### src/scd_pkg.sv
// Package for the strap configuration decoder: APB map, fields, constants.
// Assumes a 32-bit APB master and strap pins stable around reset release.
package scd_pkg;

    // APB register byte offsets
    localparam logic [7:0] SCD_OFS_STRAP   = 8'h00;
    localparam logic [7:0] SCD_OFS_STATUS  = 8'h04;
    localparam logic [7:0] SCD_OFS_BAR0    = 8'h08;
    localparam logic [7:0] SCD_OFS_BAR1    = 8'h0C;
    localparam logic [7:0] SCD_OFS_BAR2    = 8'h10;
    localparam logic [7:0] SCD_OFS_BAR3    = 8'h14;
    localparam logic [7:0] SCD_OFS_PROG_IF = 8'h18;
    localparam logic [7:0] SCD_OFS_HOSTIO  = 8'h1C;

    // Host cycle register fields
    localparam int SCD_HIO_DATA_LSB = 0;
    localparam int SCD_HIO_ADDR_LSB = 8;
    localparam int SCD_HIO_WR_BIT   = 24;
    localparam int SCD_HIO_CFG_BIT  = 25;

    // Identity port addresses and legacy decodes
    localparam logic [15:0] SCD_ID_PORT_LO  = 16'h0178;
    localparam logic [15:0] SCD_ID_PORT_HI  = 16'h0078;
    localparam logic [11:0] SCD_PRI_TF_BASE = 12'h01F;
    localparam logic [11:0] SCD_SEC_TF_BASE = 12'h017;
    localparam logic [15:0] SCD_PRI_DAR     = 16'h03F7;
    localparam logic [15:0] SCD_SEC_DAR     = 16'h0377;

    // Reset values and base register write mask
    localparam logic [31:0] SCD_BAR_RESET   = 32'h0000_0000;
    localparam logic [7:0]  SCD_PROG_IF_RST = 8'h00;
    localparam logic [31:0] SCD_BAR_MASK    = 32'hFFFF_FFFC;

    // Captured strap set
    typedef struct packed {
        logic       id_decode_strap;
        logic       bar_enable_strap;
        logic       id_port_addr_strap;
        logic       chip_select_high_strap;
        logic       chip_select_low_strap;
        logic       drive_addr_reg_decode_strap;
    } scd_straps_t;

    // Host I/O or configuration cycle
    typedef struct packed {
        logic        cfg;
        logic        wr;
        logic [15:0] addr;
        logic [7:0]  data;
    } scd_host_cyc_t;

    // Decode results for one host cycle
    typedef struct packed {
        logic pri_tf;
        logic sec_tf;
        logic pri_dar;
        logic sec_dar;
        logic id_port;
    } scd_decode_t;

endpackage : scd_pkg

### src/scd_strap_config.sv
// Strap capture and host decode control for the host-bus IDE controller.
// Assumes straps are stable at reset release; APB and host cycles on CLK.
// What this block does
// - Identity port decoded only when id_decode_strap is high.
// - id_port_addr_strap low selects 178h, high selects 078h.
// - bar_enable_strap low makes every base register read zero.
// - Straps off: primary irq on line 14, secondary on line 15.
// - Straps off: task files decode at 1Fx and 17x.
// - bar_enable_strap high: base registers writable, fixed legacy decode off.
// - Chip select straps form two-bit code picking one of four identities.
// - Identity port write of a wrong value disables the whole device.
// - Drive address register strap low enables 3F7/377 decode, bars off.
// - Straps sampled at reset release and held until next reset.
//
// The APB slave port and the placing of the registers were chosen for this implementation.
`timescale 1ns/100ps
module scd_strap_config
#(
    parameter logic [7:0] ID_BASE = 8'h20  // Arbitrary identity base value
)
(
    input  wire logic        CLK,
    input  wire logic        RESETN,
    input  wire logic        PSEL,
    input  wire logic        PENABLE,
    input  wire logic        PWRITE,
    input  wire logic [7:0]  PADDR,
    input  wire logic [31:0] PWDATA,
    output logic      [31:0] PRDATA,
    output logic             PREADY,
    output logic             PSLVERR,
    input  wire logic        ID_DECODE_STRAP,
    input  wire logic        BAR_ENABLE_STRAP,
    input  wire logic        ID_PORT_ADDR_STRAP,
    input  wire logic        CHIP_SELECT_HIGH_STRAP,
    input  wire logic        CHIP_SELECT_LOW_STRAP,
    input  wire logic        DRIVE_ADDR_REG_DECODE_STRAP,
    input  wire logic        PRI_DRIVE_IRQ,
    input  wire logic        SEC_DRIVE_IRQ,
    output logic             LEGACY_PRIMARY_INTERRUPT,
    output logic             LEGACY_SECONDARY_INTERRUPT,
    output logic             NATIVE_INTERRUPT,
    output logic             CHIP_ENABLED,
    output logic [4:0]       HOST_DECODE
);
    typedef enum logic [1:0]
    {
        ST_CAPTURE = 2'b01,
        ST_RUN     = 2'b10
    } scd_state_t;

    scd_state_t            state_q;
    scd_pkg::scd_straps_t  straps_q;
    scd_pkg::scd_straps_t  pins;
    scd_pkg::scd_decode_t  dec;
    scd_pkg::scd_host_cyc_t cyc;
    logic [31:0]           bar_q [4];
    logic [7:0]            programming_interface_reg_q;
    logic                  enabled_q;
    logic [7:0]            chip_id;
    logic [15:0]           id_port;
    logic                  apb_wr;
    logic                  apb_rd;
    logic                  host_go;
    logic [2:0]            bar_idx;
    logic                  bar_hit;

    assign pins = '{ID_DECODE_STRAP, BAR_ENABLE_STRAP, ID_PORT_ADDR_STRAP,
                    CHIP_SELECT_HIGH_STRAP, CHIP_SELECT_LOW_STRAP,
                    DRIVE_ADDR_REG_DECODE_STRAP};
    assign chip_id = ID_BASE + {6'h00, straps_q.chip_select_high_strap,
                     straps_q.chip_select_low_strap};
    assign id_port = straps_q.id_port_addr_strap ? scd_pkg::SCD_ID_PORT_HI
                     : scd_pkg::SCD_ID_PORT_LO;
    assign apb_wr  = PSEL && PENABLE && PWRITE && PREADY;
    assign apb_rd  = PSEL && !PWRITE;
    assign cyc     = '{PWDATA[scd_pkg::SCD_HIO_CFG_BIT],
                       PWDATA[scd_pkg::SCD_HIO_WR_BIT],
                       PWDATA[scd_pkg::SCD_HIO_ADDR_LSB +: 16],
                       PWDATA[scd_pkg::SCD_HIO_DATA_LSB +: 8]};
    assign host_go = apb_wr && PADDR == scd_pkg::SCD_OFS_HOSTIO
                     && state_q == ST_RUN;
    assign bar_idx = 3'((PADDR - scd_pkg::SCD_OFS_BAR0) >> 2);
    assign bar_hit = PADDR >= scd_pkg::SCD_OFS_BAR0
                     && PADDR <= scd_pkg::SCD_OFS_BAR3;

    scd_legacy_decode u_dec
    (
        .ADDR    (cyc.addr),
        .STRAPS  (straps_q),
        .ID_PORT (id_port),
        .DEC     (dec)
    );

    // Strap capture on the first edge after release, never under reset
    always_ff @(posedge CLK or negedge RESETN)
    begin
        if (!RESETN)
        begin
            state_q  <= ST_CAPTURE;
            straps_q <= '0;
        end
        else if (state_q == ST_CAPTURE)
        begin
            straps_q <= pins;
            state_q  <= ST_RUN;
        end
    end

    // Identity port writes switch the whole chip off or back on
    always_ff @(posedge CLK or negedge RESETN)
    begin
        if (!RESETN)
            enabled_q <= 1'b1;
        else if (host_go && !cyc.cfg && cyc.wr && dec.id_port)
            enabled_q <= cyc.data == chip_id;
    end

    // Base registers and programming interface, APB writes while enabled only
    always_ff @(posedge CLK or negedge RESETN)
    begin
        if (!RESETN)
        begin
            for (int i = 0; i < 4; i++)
                bar_q[i] <= scd_pkg::SCD_BAR_RESET;
            programming_interface_reg_q <= scd_pkg::SCD_PROG_IF_RST;
        end
        else if (apb_wr && enabled_q && state_q == ST_RUN)
        begin
            // Writes dropped while strapped off, so reads stay zero
            if (bar_hit && straps_q.bar_enable_strap)
                bar_q[bar_idx[1:0]] <= PWDATA
                                       & scd_pkg::SCD_BAR_MASK;
            if (PADDR == scd_pkg::SCD_OFS_PROG_IF)
                programming_interface_reg_q <= PWDATA[7:0];
        end
    end

    // Interrupt routing; legacy lines with base registers off or the channel's native bit clear
    always_ff @(posedge CLK or negedge RESETN)
    begin
        if (!RESETN)
        begin
            LEGACY_PRIMARY_INTERRUPT   <= 1'b0;
            LEGACY_SECONDARY_INTERRUPT <= 1'b0;
            NATIVE_INTERRUPT           <= 1'b0;
        end
        else
        begin
            LEGACY_PRIMARY_INTERRUPT <= enabled_q && PRI_DRIVE_IRQ
                && (!straps_q.bar_enable_strap
                || !programming_interface_reg_q[0]);
            LEGACY_SECONDARY_INTERRUPT <= enabled_q && SEC_DRIVE_IRQ
                && (!straps_q.bar_enable_strap
                || !programming_interface_reg_q[2]);
            NATIVE_INTERRUPT <= enabled_q && straps_q.bar_enable_strap
                && ((PRI_DRIVE_IRQ && programming_interface_reg_q[0])
                || (SEC_DRIVE_IRQ
                && programming_interface_reg_q[2]));
        end
    end

    // Latched decode of the last host cycle; only the identity port hits while disabled
    always_ff @(posedge CLK or negedge RESETN)
    begin
        if (!RESETN)
            HOST_DECODE <= '0;
        else if (host_go)
            HOST_DECODE <= (enabled_q && !cyc.cfg) ? dec
                           : {4'h0, dec.id_port};
    end

    always_ff @(posedge CLK or negedge RESETN)
    begin
        if (!RESETN)
            CHIP_ENABLED <= 1'b1;
        else
            CHIP_ENABLED <= enabled_q;
    end

    // APB answer: no wait states, read data registered in setup
    always_ff @(posedge CLK or negedge RESETN)
    begin
        if (!RESETN)
        begin
            PREADY  <= 1'b0;
            PRDATA  <= '0;
            PSLVERR <= 1'b0;
        end
        else
        begin
            PREADY  <= PSEL && !PENABLE;
            PSLVERR <= PSEL && !PENABLE && PADDR > scd_pkg::SCD_OFS_HOSTIO;
            if (apb_rd && !PENABLE)
            begin
                PRDATA <= '0;
                if (bar_hit)
                    PRDATA <= (straps_q.bar_enable_strap && enabled_q)
                              ? bar_q[bar_idx[1:0]] : '0;
                else if (PADDR == scd_pkg::SCD_OFS_STRAP)
                    PRDATA <= {26'h0, straps_q};
                else if (PADDR == scd_pkg::SCD_OFS_STATUS)
                    PRDATA <= {7'h00, enabled_q, id_port, chip_id};
                else if (PADDR == scd_pkg::SCD_OFS_PROG_IF && enabled_q)
                    PRDATA <= {24'h0, programming_interface_reg_q};
            end
        end
    end
endmodule : scd_strap_config

### src/scd_legacy_decode.sv
// Legacy I/O address decoder for the task files and drive address ports.
// Assumes the address is stable for the cycle it is presented in.
`timescale 1ns/100ps
module scd_legacy_decode
(
    input  wire logic [15:0]           ADDR,
    input  wire scd_pkg::scd_straps_t  STRAPS,
    input  wire logic [15:0]           ID_PORT,
    output scd_pkg::scd_decode_t       DEC
);
    always_comb
    begin
        DEC = '0;
        // Fixed map only while the base registers are strapped off
        if (!STRAPS.bar_enable_strap)
        begin
            DEC.pri_tf = ADDR[15:4] == scd_pkg::SCD_PRI_TF_BASE;
            DEC.sec_tf = ADDR[15:4] == scd_pkg::SCD_SEC_TF_BASE;
            DEC.pri_dar = !STRAPS.drive_addr_reg_decode_strap
                && ADDR == scd_pkg::SCD_PRI_DAR;
            DEC.sec_dar = !STRAPS.drive_addr_reg_decode_strap
                && ADDR == scd_pkg::SCD_SEC_DAR;
        end
        DEC.id_port = STRAPS.id_decode_strap && ADDR == ID_PORT;
    end
endmodule : scd_legacy_decode

### config.mk
export PLATFORM = sky130hd
export DESIGN_NAME = scd_strap_config
export DESIGN_NICKNAME = d
export VERILOG_FILES = /design/src/scd_pkg.sv /design/src/scd_strap_config.sv /design/src/scd_legacy_decode.sv
export SDC_FILE = /design/constraint.sdc
export NUM_CORES = 1
export LEC_CHECK = 0
export BUFFER_PORTS_ARGS = -buffer_cell sky130_fd_sc_hd__buf_4
export CORE_MARGIN = 1.5
export CORE_UTILIZATION = 53
export CTS_CLUSTER_SIZE = 28
export DETAILED_ROUTE_END_ITERATION = 16
export PLACE_DENSITY = 0.76
export SLEW_MARGIN = 20
export SYNTH_ARGS = -nofsm -noshare
export SYNTH_HDL_FRONTEND = slang
export SYNTH_SLANG_ARGS = --single-unit
export TNS_END_PERCENT = 10
### constraint.sdc
create_clock -name CLK -period 2.2 [get_ports CLK]
set_clock_uncertainty 0.2 [all_clocks]
set_input_delay 0.22 -clock CLK [delete_from_list [all_inputs] [get_ports CLK]]
set_output_delay 0.22 -clock CLK [all_outputs]
set_load 0.02 [all_outputs]
# Word level (Yosys, flattened, before mapping)
# Index checks and enable logic that the tools add are counted.
# word_totals
register_bits,188
inputBits,53
elab_cells,97
# op_classes
addsub,2
order_cmp,5
eq_ne,11
n_mux,14
n_bitwise,1
n_reduce_logical,43
# ops
op,n
$mux W32,5
$bwmux W128,1
$bmux W32 S2,1
$demux W32 S2,1
$mux W25,2
$eq A16 B10 Y1 const B,2
$logic_and A1 B1 Y1,30
$eq A12 B5 Y1 const B,2
$eq A16 B9 Y1,1
$eq A8 B5 Y1 const B,2
$mux W9,1
$eq A8 B3 Y1 const B,1
$eq A8 B7 Y1,1
$ge A8 B4 Y1 const B,1
$gt A8 B5 Y1 const B,1
$le A8 B5 Y1 const B,1
$logic_not A8 Y1,1
$mux W8,1
$add A6 B2 Y7 const A,1
$logic_not A1 Y1,7
$mux W5,1
$mux W4,1
$reduce_and A2 Y1,2
$sub A4 B4 Y4 const B,1
6 further kinds,8

# Logic depth before layout (Yosys ltp)
# depth
ltp_word,8
ltp_mapped,7

# Cells and area by module
# Synthesis repeated with hierarchy kept, for this count alone.
# unflattened
cells_unflattened,594
area_unflattened_um2,8214.1
# by_module_without_submodules
module,n_inst,cells_each,area_each_um2,seq_area_each_um2
scd_strap_config,1,561,7948.9,4508.1
scd_legacy_decode,1,33,265.3,0.0

# Worst setup path after synthesis
# No wires, ideal clock.
# synth_path
path_type,register to register
from,register enabled_q
to,register bar_q[100] in the netlist's numbering
setup_time_ns,0.125
arrival_ns,1.882
path_slack_ns,-0.007
stages_incl_launch_ff,8
cell_sequence,dfstp_2 > clkbuf_1 > nand2_1 > nor3_4 > buf_6 > nand4_4 > buf_6 > mux2_4
# synth_via
elab_chain_len,3
# synth_lines
item,line,rtl
start: declaration,scd_strap_config.sv:59,logic enabled_q;
start signal: assignment,scd_strap_config.sv:116,enabled_q <= cyc.data == chip_id;
$logic_and A1 B1 Y1 (2 in a row),scd_strap_config.sv:128,else if (apb_wr && enabled_q && state_q == ST_RUN)
$reduce_and A2 Y1 (no line),n/a,
end signal: indexed assignment,scd_strap_config.sv:125,bar_q[i] <= scd_pkg::SCD_BAR_RESET;
end signal: indexed assignment,scd_strap_config.sv:132,bar_q[bar_idx[1:0]] <= PWDATA
end: declaration,scd_strap_config.sv:57,logic [31:0] bar_q [4];
# No other way between the ends.
# A chain may end at the register's enable or synchronous reset.

# Worst setup path after layout
# layout_path
from,input PWDATA[21]
to,register HOST_DECODE[3]
# layout_via
elab_chain_len,3
# layout_lines
item,line,rtl
start: declaration,scd_strap_config.sv:28,"input wire logic [31:0] PWDATA,"
$eq A12 B5 Y1,scd_legacy_decode.sv:18,DEC.sec_tf = ADDR[15:4] == scd_pkg::SCD_SEC_TF_BASE;
$mux W4,scd_legacy_decode.sv:15,if (!STRAPS.bar_enable_strap)
$mux W5,scd_strap_config.sv:169,HOST_DECODE <= (enabled_q && !cyc.cfg) ? dec
end signal: assignment,scd_strap_config.sv:169,
end: declaration,scd_strap_config.sv:44,output logic [4:0] HOST_DECODE
# No other way between the ends.

==> metrics.csv <==
stage,metric,value,unit
outcome,status,"complete, no violations",
logic_synthesis,synthesis.nets,614,
critical_path,cp.required,2.36,ns
pwr,irDropWorstVdd,623,uV
logic_synthesis,ys_top_cells_by_count,"177 x dfrtp_1, 90 x mux2_4, 45 x mux2_2",
detailed_routing,drt_iter0_drc,368,
clock_network,clkTransAtPathRegs,0.06,ns
logic_synthesis,syn_inst,561,
detailed_routing,route.detailed.drc,0,
detailed_routing,vias,5417,
critical_path,slowest_delay,0.57,ns
logic_synthesis,yosys.area.top_type,dfrtp_1,
critical_path,crit_family,simple AND/OR/NAND/NOR gates,
pwr,p_int,5.26,mW
pwr,power,6.85,mW
logic_synthesis,yosysWarnings,0,
layout,fin_cells,948,
critical_path,r2r-start,state_q[0],
detailed_routing,wl,20300,um
logic_synthesis,synth_cell_types,47,
clock_network,clk_latency,0.44,ns
sta,finalHoldViolCount,0,
global_routing,grt_first_pass_wirelength,32100,um
sta,report.final.slew_viol_count,0,
detailed_routing,drtAntennaViolNets,0,
detailed_routing,wl_per_cell,21.4,um
layout,nNetsFinal,777,
pwr,share_comb_of_total_power,7.7,%
sta,fmax,455,MHz
critical_path,path_cells,dlygate4sd3_1 > buf_4 > or4_1 > nor4_2 > buf_4 > nand4_1 > o2bb2ai_2,
floorplanning,core,15300,um2
critical_path,critical_path_cell_count,7,
global_routing,grt_pass1_vias,5848,
logic_synthesis,seq_area_frac_synth,54.0,%
placed_design,placed_cells,871,
sta,setup-violations-final,0,
floorplanning,die_w,128,um
critical_path,start_kind,input port,
pwr,power_density,651,nW/um2
sta,fin_crit,2.20,ns
floorplanning,boundaryPins,96,
sta,timing.slew.headroom,67.1,%
critical_path,slowest_stage,or4_1,
floorplanning,rows,45,
clock_network,clock-sinks,180,
critical_path,crit_type,in -> reg,
global_routing,grt_max_degree,54,
placed_design,dpl-instance-area,9480,um2
critical_path,critPathArrivalTime,2.36,ns
detailed_routing,post_drt_via_cell_ratio,5.71,
layout,drive_above_1_share,46.7,%
critical_path,cp_common_cell,buf_4,
floorplanning,initial_core_util,54.5,%
critical_path,endpoint_kind,flip-flop,
logic_synthesis,ys.flop_type,dfrtp_1,
clock_network,cts-root-buf,clkbuf_16,
critical_path,timing.rr.end,bar_q[47],
pwr,clkPwrFrac,43.1,%
clock_network,cts_made_buffers,17,
critical_path,crit_path_end,HOST_DECODE[3],
sta,min_period_over_period,99.9,%
logic_synthesis,synth_seq_cells,180,
detailed_routing,firstDrtPassIters,5,
pwr,leakagePower,5.28,nW
critical_path,startpoint,PWDATA[21],
global_routing,grt-ovfl-total,0,
layout,insertedDiodeCount,0,
logic_synthesis,async_flop_share,100,%
job,cap_viol_max_count,0,
sta,tightest_slew,0.487,ns
sta,rsz0062_at_grt,true,
layout,final_area,10500,um2
clock_network,clockBufferDepth,2,
logic_synthesis,synth.area.top_cells,"dfrtp_1 53%, mux2_4 16%, mux4_2 8.1%",
critical_path,path_buf_inv,3,
global_routing,grtUsageTotal,25.9,%
pwr,seqPwrFrac,49.2,%
clock_network,cts_htree_levels,4,
logic_synthesis,synth_area,8340,um2
logic_synthesis,synth.avg_cell_area,14.9,um2
pwr,swShare,23.2,%
critical_path,critical_path.max_fanout,5,
critical_path,r2r_slack,0.04,ns
critical_path,r2r_cells,6,
layout,syn_to_final_growth,26.1,%
placed_design,dp.final_hpwl,13200,um
min_path,hold_path.class,in -> async,
clock_network,cts_tree,built,
placed_design,port_buffers,95,
logic_synthesis,synth_edf_count,0,
floorplanning,die_y,128,um
layout,final_util,68.7,%
pwr,p_switching,1.59,mW
logic_synthesis,yosysMostFrequentCell,dfrtp_1,
placed_design,gp_congestion,0.852,
global_routing,antenna_found_initial,0,
sta,setup_tns,0,ns
logic_synthesis,synth_top_area_share,53.1,%
floorplanning,die_area,16500,um2
-- stage by stage --
step	setup slack, ns	hold slack (ns)
after floorplan	0.114	-0.276
after global placement	0.00493	-0.00724
after detailed placement	-0.0640	0.00250
after CTS	0.0344	0.0897
after global routing	-0.0452	0.131
final	0.00147	0.0978
-- cells by family after synthesis --
family | Yosys count | share of synthesized area, %
mux | 167 | 30.6
flops | 180 | 54.0
buf+inv | 60 | 3.75
xor+xnor | 4 | 0.420
simple gates | 94 | 7.05
compound gates | 56 | 4.14
-- worst register-to-register path: cells and delay by family, from the launching register on --
family | cells | cell delay [ns]
mux | 1 | 0.37
flops | 1 | 0.54
buf+inv | 2 | 0.30
simple gates | 3 | 0.65
-- power groups by stage --
stage	clock network, mW	logic, mW	registers [mW]
global placement	0	0.448	3.43
floorplan	0	0.125	3.46
global route	3.12	0.569	3.37
finish	2.96	0.526	3.37
CTS	2.98	0.529	3.37
detailed placement	0	0.465	3.43
-- placed cells by master (no fill, tap or decap), types with 3 or more instances in the layout --
cell type and count:
buf_4 125, mux2_4 90, a22oi_1 5, nand4b_1 3
nor2b_1 4, nand2_1 24, nand4_4 3, o22ai_1 3
a32o_1 3, nand4_1 6, clkinv_2 7, clkbuf_16 18
nor2_1 18, clkbuf_1 3, nor4_1 3, dfrtp_1 177
and2_1 3, dlygate4sd3_1 43, o21ai_0 22, nand3_1 9
and4b_1 4, mux4_2 30, inv_1 26, buf_12 7
o2bb2ai_1 3, a31oi_1 3, mux2_2 45, dfstp_2 3
a21oi_1 11
-- cell type report --
type	count	area, um2
tap	211	264
clock buffer	21	450
clock inverter	11	110
fill	1095	4790
multi-input combinational	321	3540
inverter	26	97.6
timing repair buffer	178	1560
sequential	180	4510
-- flip-flops by register name, summed over array words and instances, names as in the netlist --
signal                       flops
enabled_q                        1
straps_q                         6
NATIVE_INTERRUPT                 1
HOST_DECODE                      5
LEGACY_PRIMARY_INTERRUPT         1
PRDATA                          32
CHIP_ENABLED                     1
LEGACY_SECONDARY_INTERRUPT       1
PSLVERR                          1
PREADY                           1
bar_q                          120
state_q                          2
programming_interface_reg_q      8
-- worst min-delay path by stage --
stage	start	to	slack, ns	depth (start not counted)
finish	RESETN	bar_q[113]	0.1	2
global route	PWRITE	PRDATA[14]	0.13	5
CTS	PWRITE	PRDATA[14]	0.09	5
detailed placement	RESETN	bar_q[113]	0.002	1
global placement	RESETN	bar_q[81]	-0.007	1
floorplan	RESETN	HOST_DECODE[0]	-0.28	0
-- routing by layer --
metal	vias to the layer above	track usage, %	part of all wire, %
li1	2365	-	-
met1	2849	35.3	44
met2	161	41.4	49
met3	42	5.41	4.1
met4	0	10.0	2.2
met5	-	0	0
-- repair_timing --
action                                  CTS  global route
hold buffers                             43             0
endpoints found under the hold margin   238             0
resized for setup                         0             4
endpoints found under the setup margin    0            34
buffers inserted                          0             1
Power figures use the tool's default switching activity.
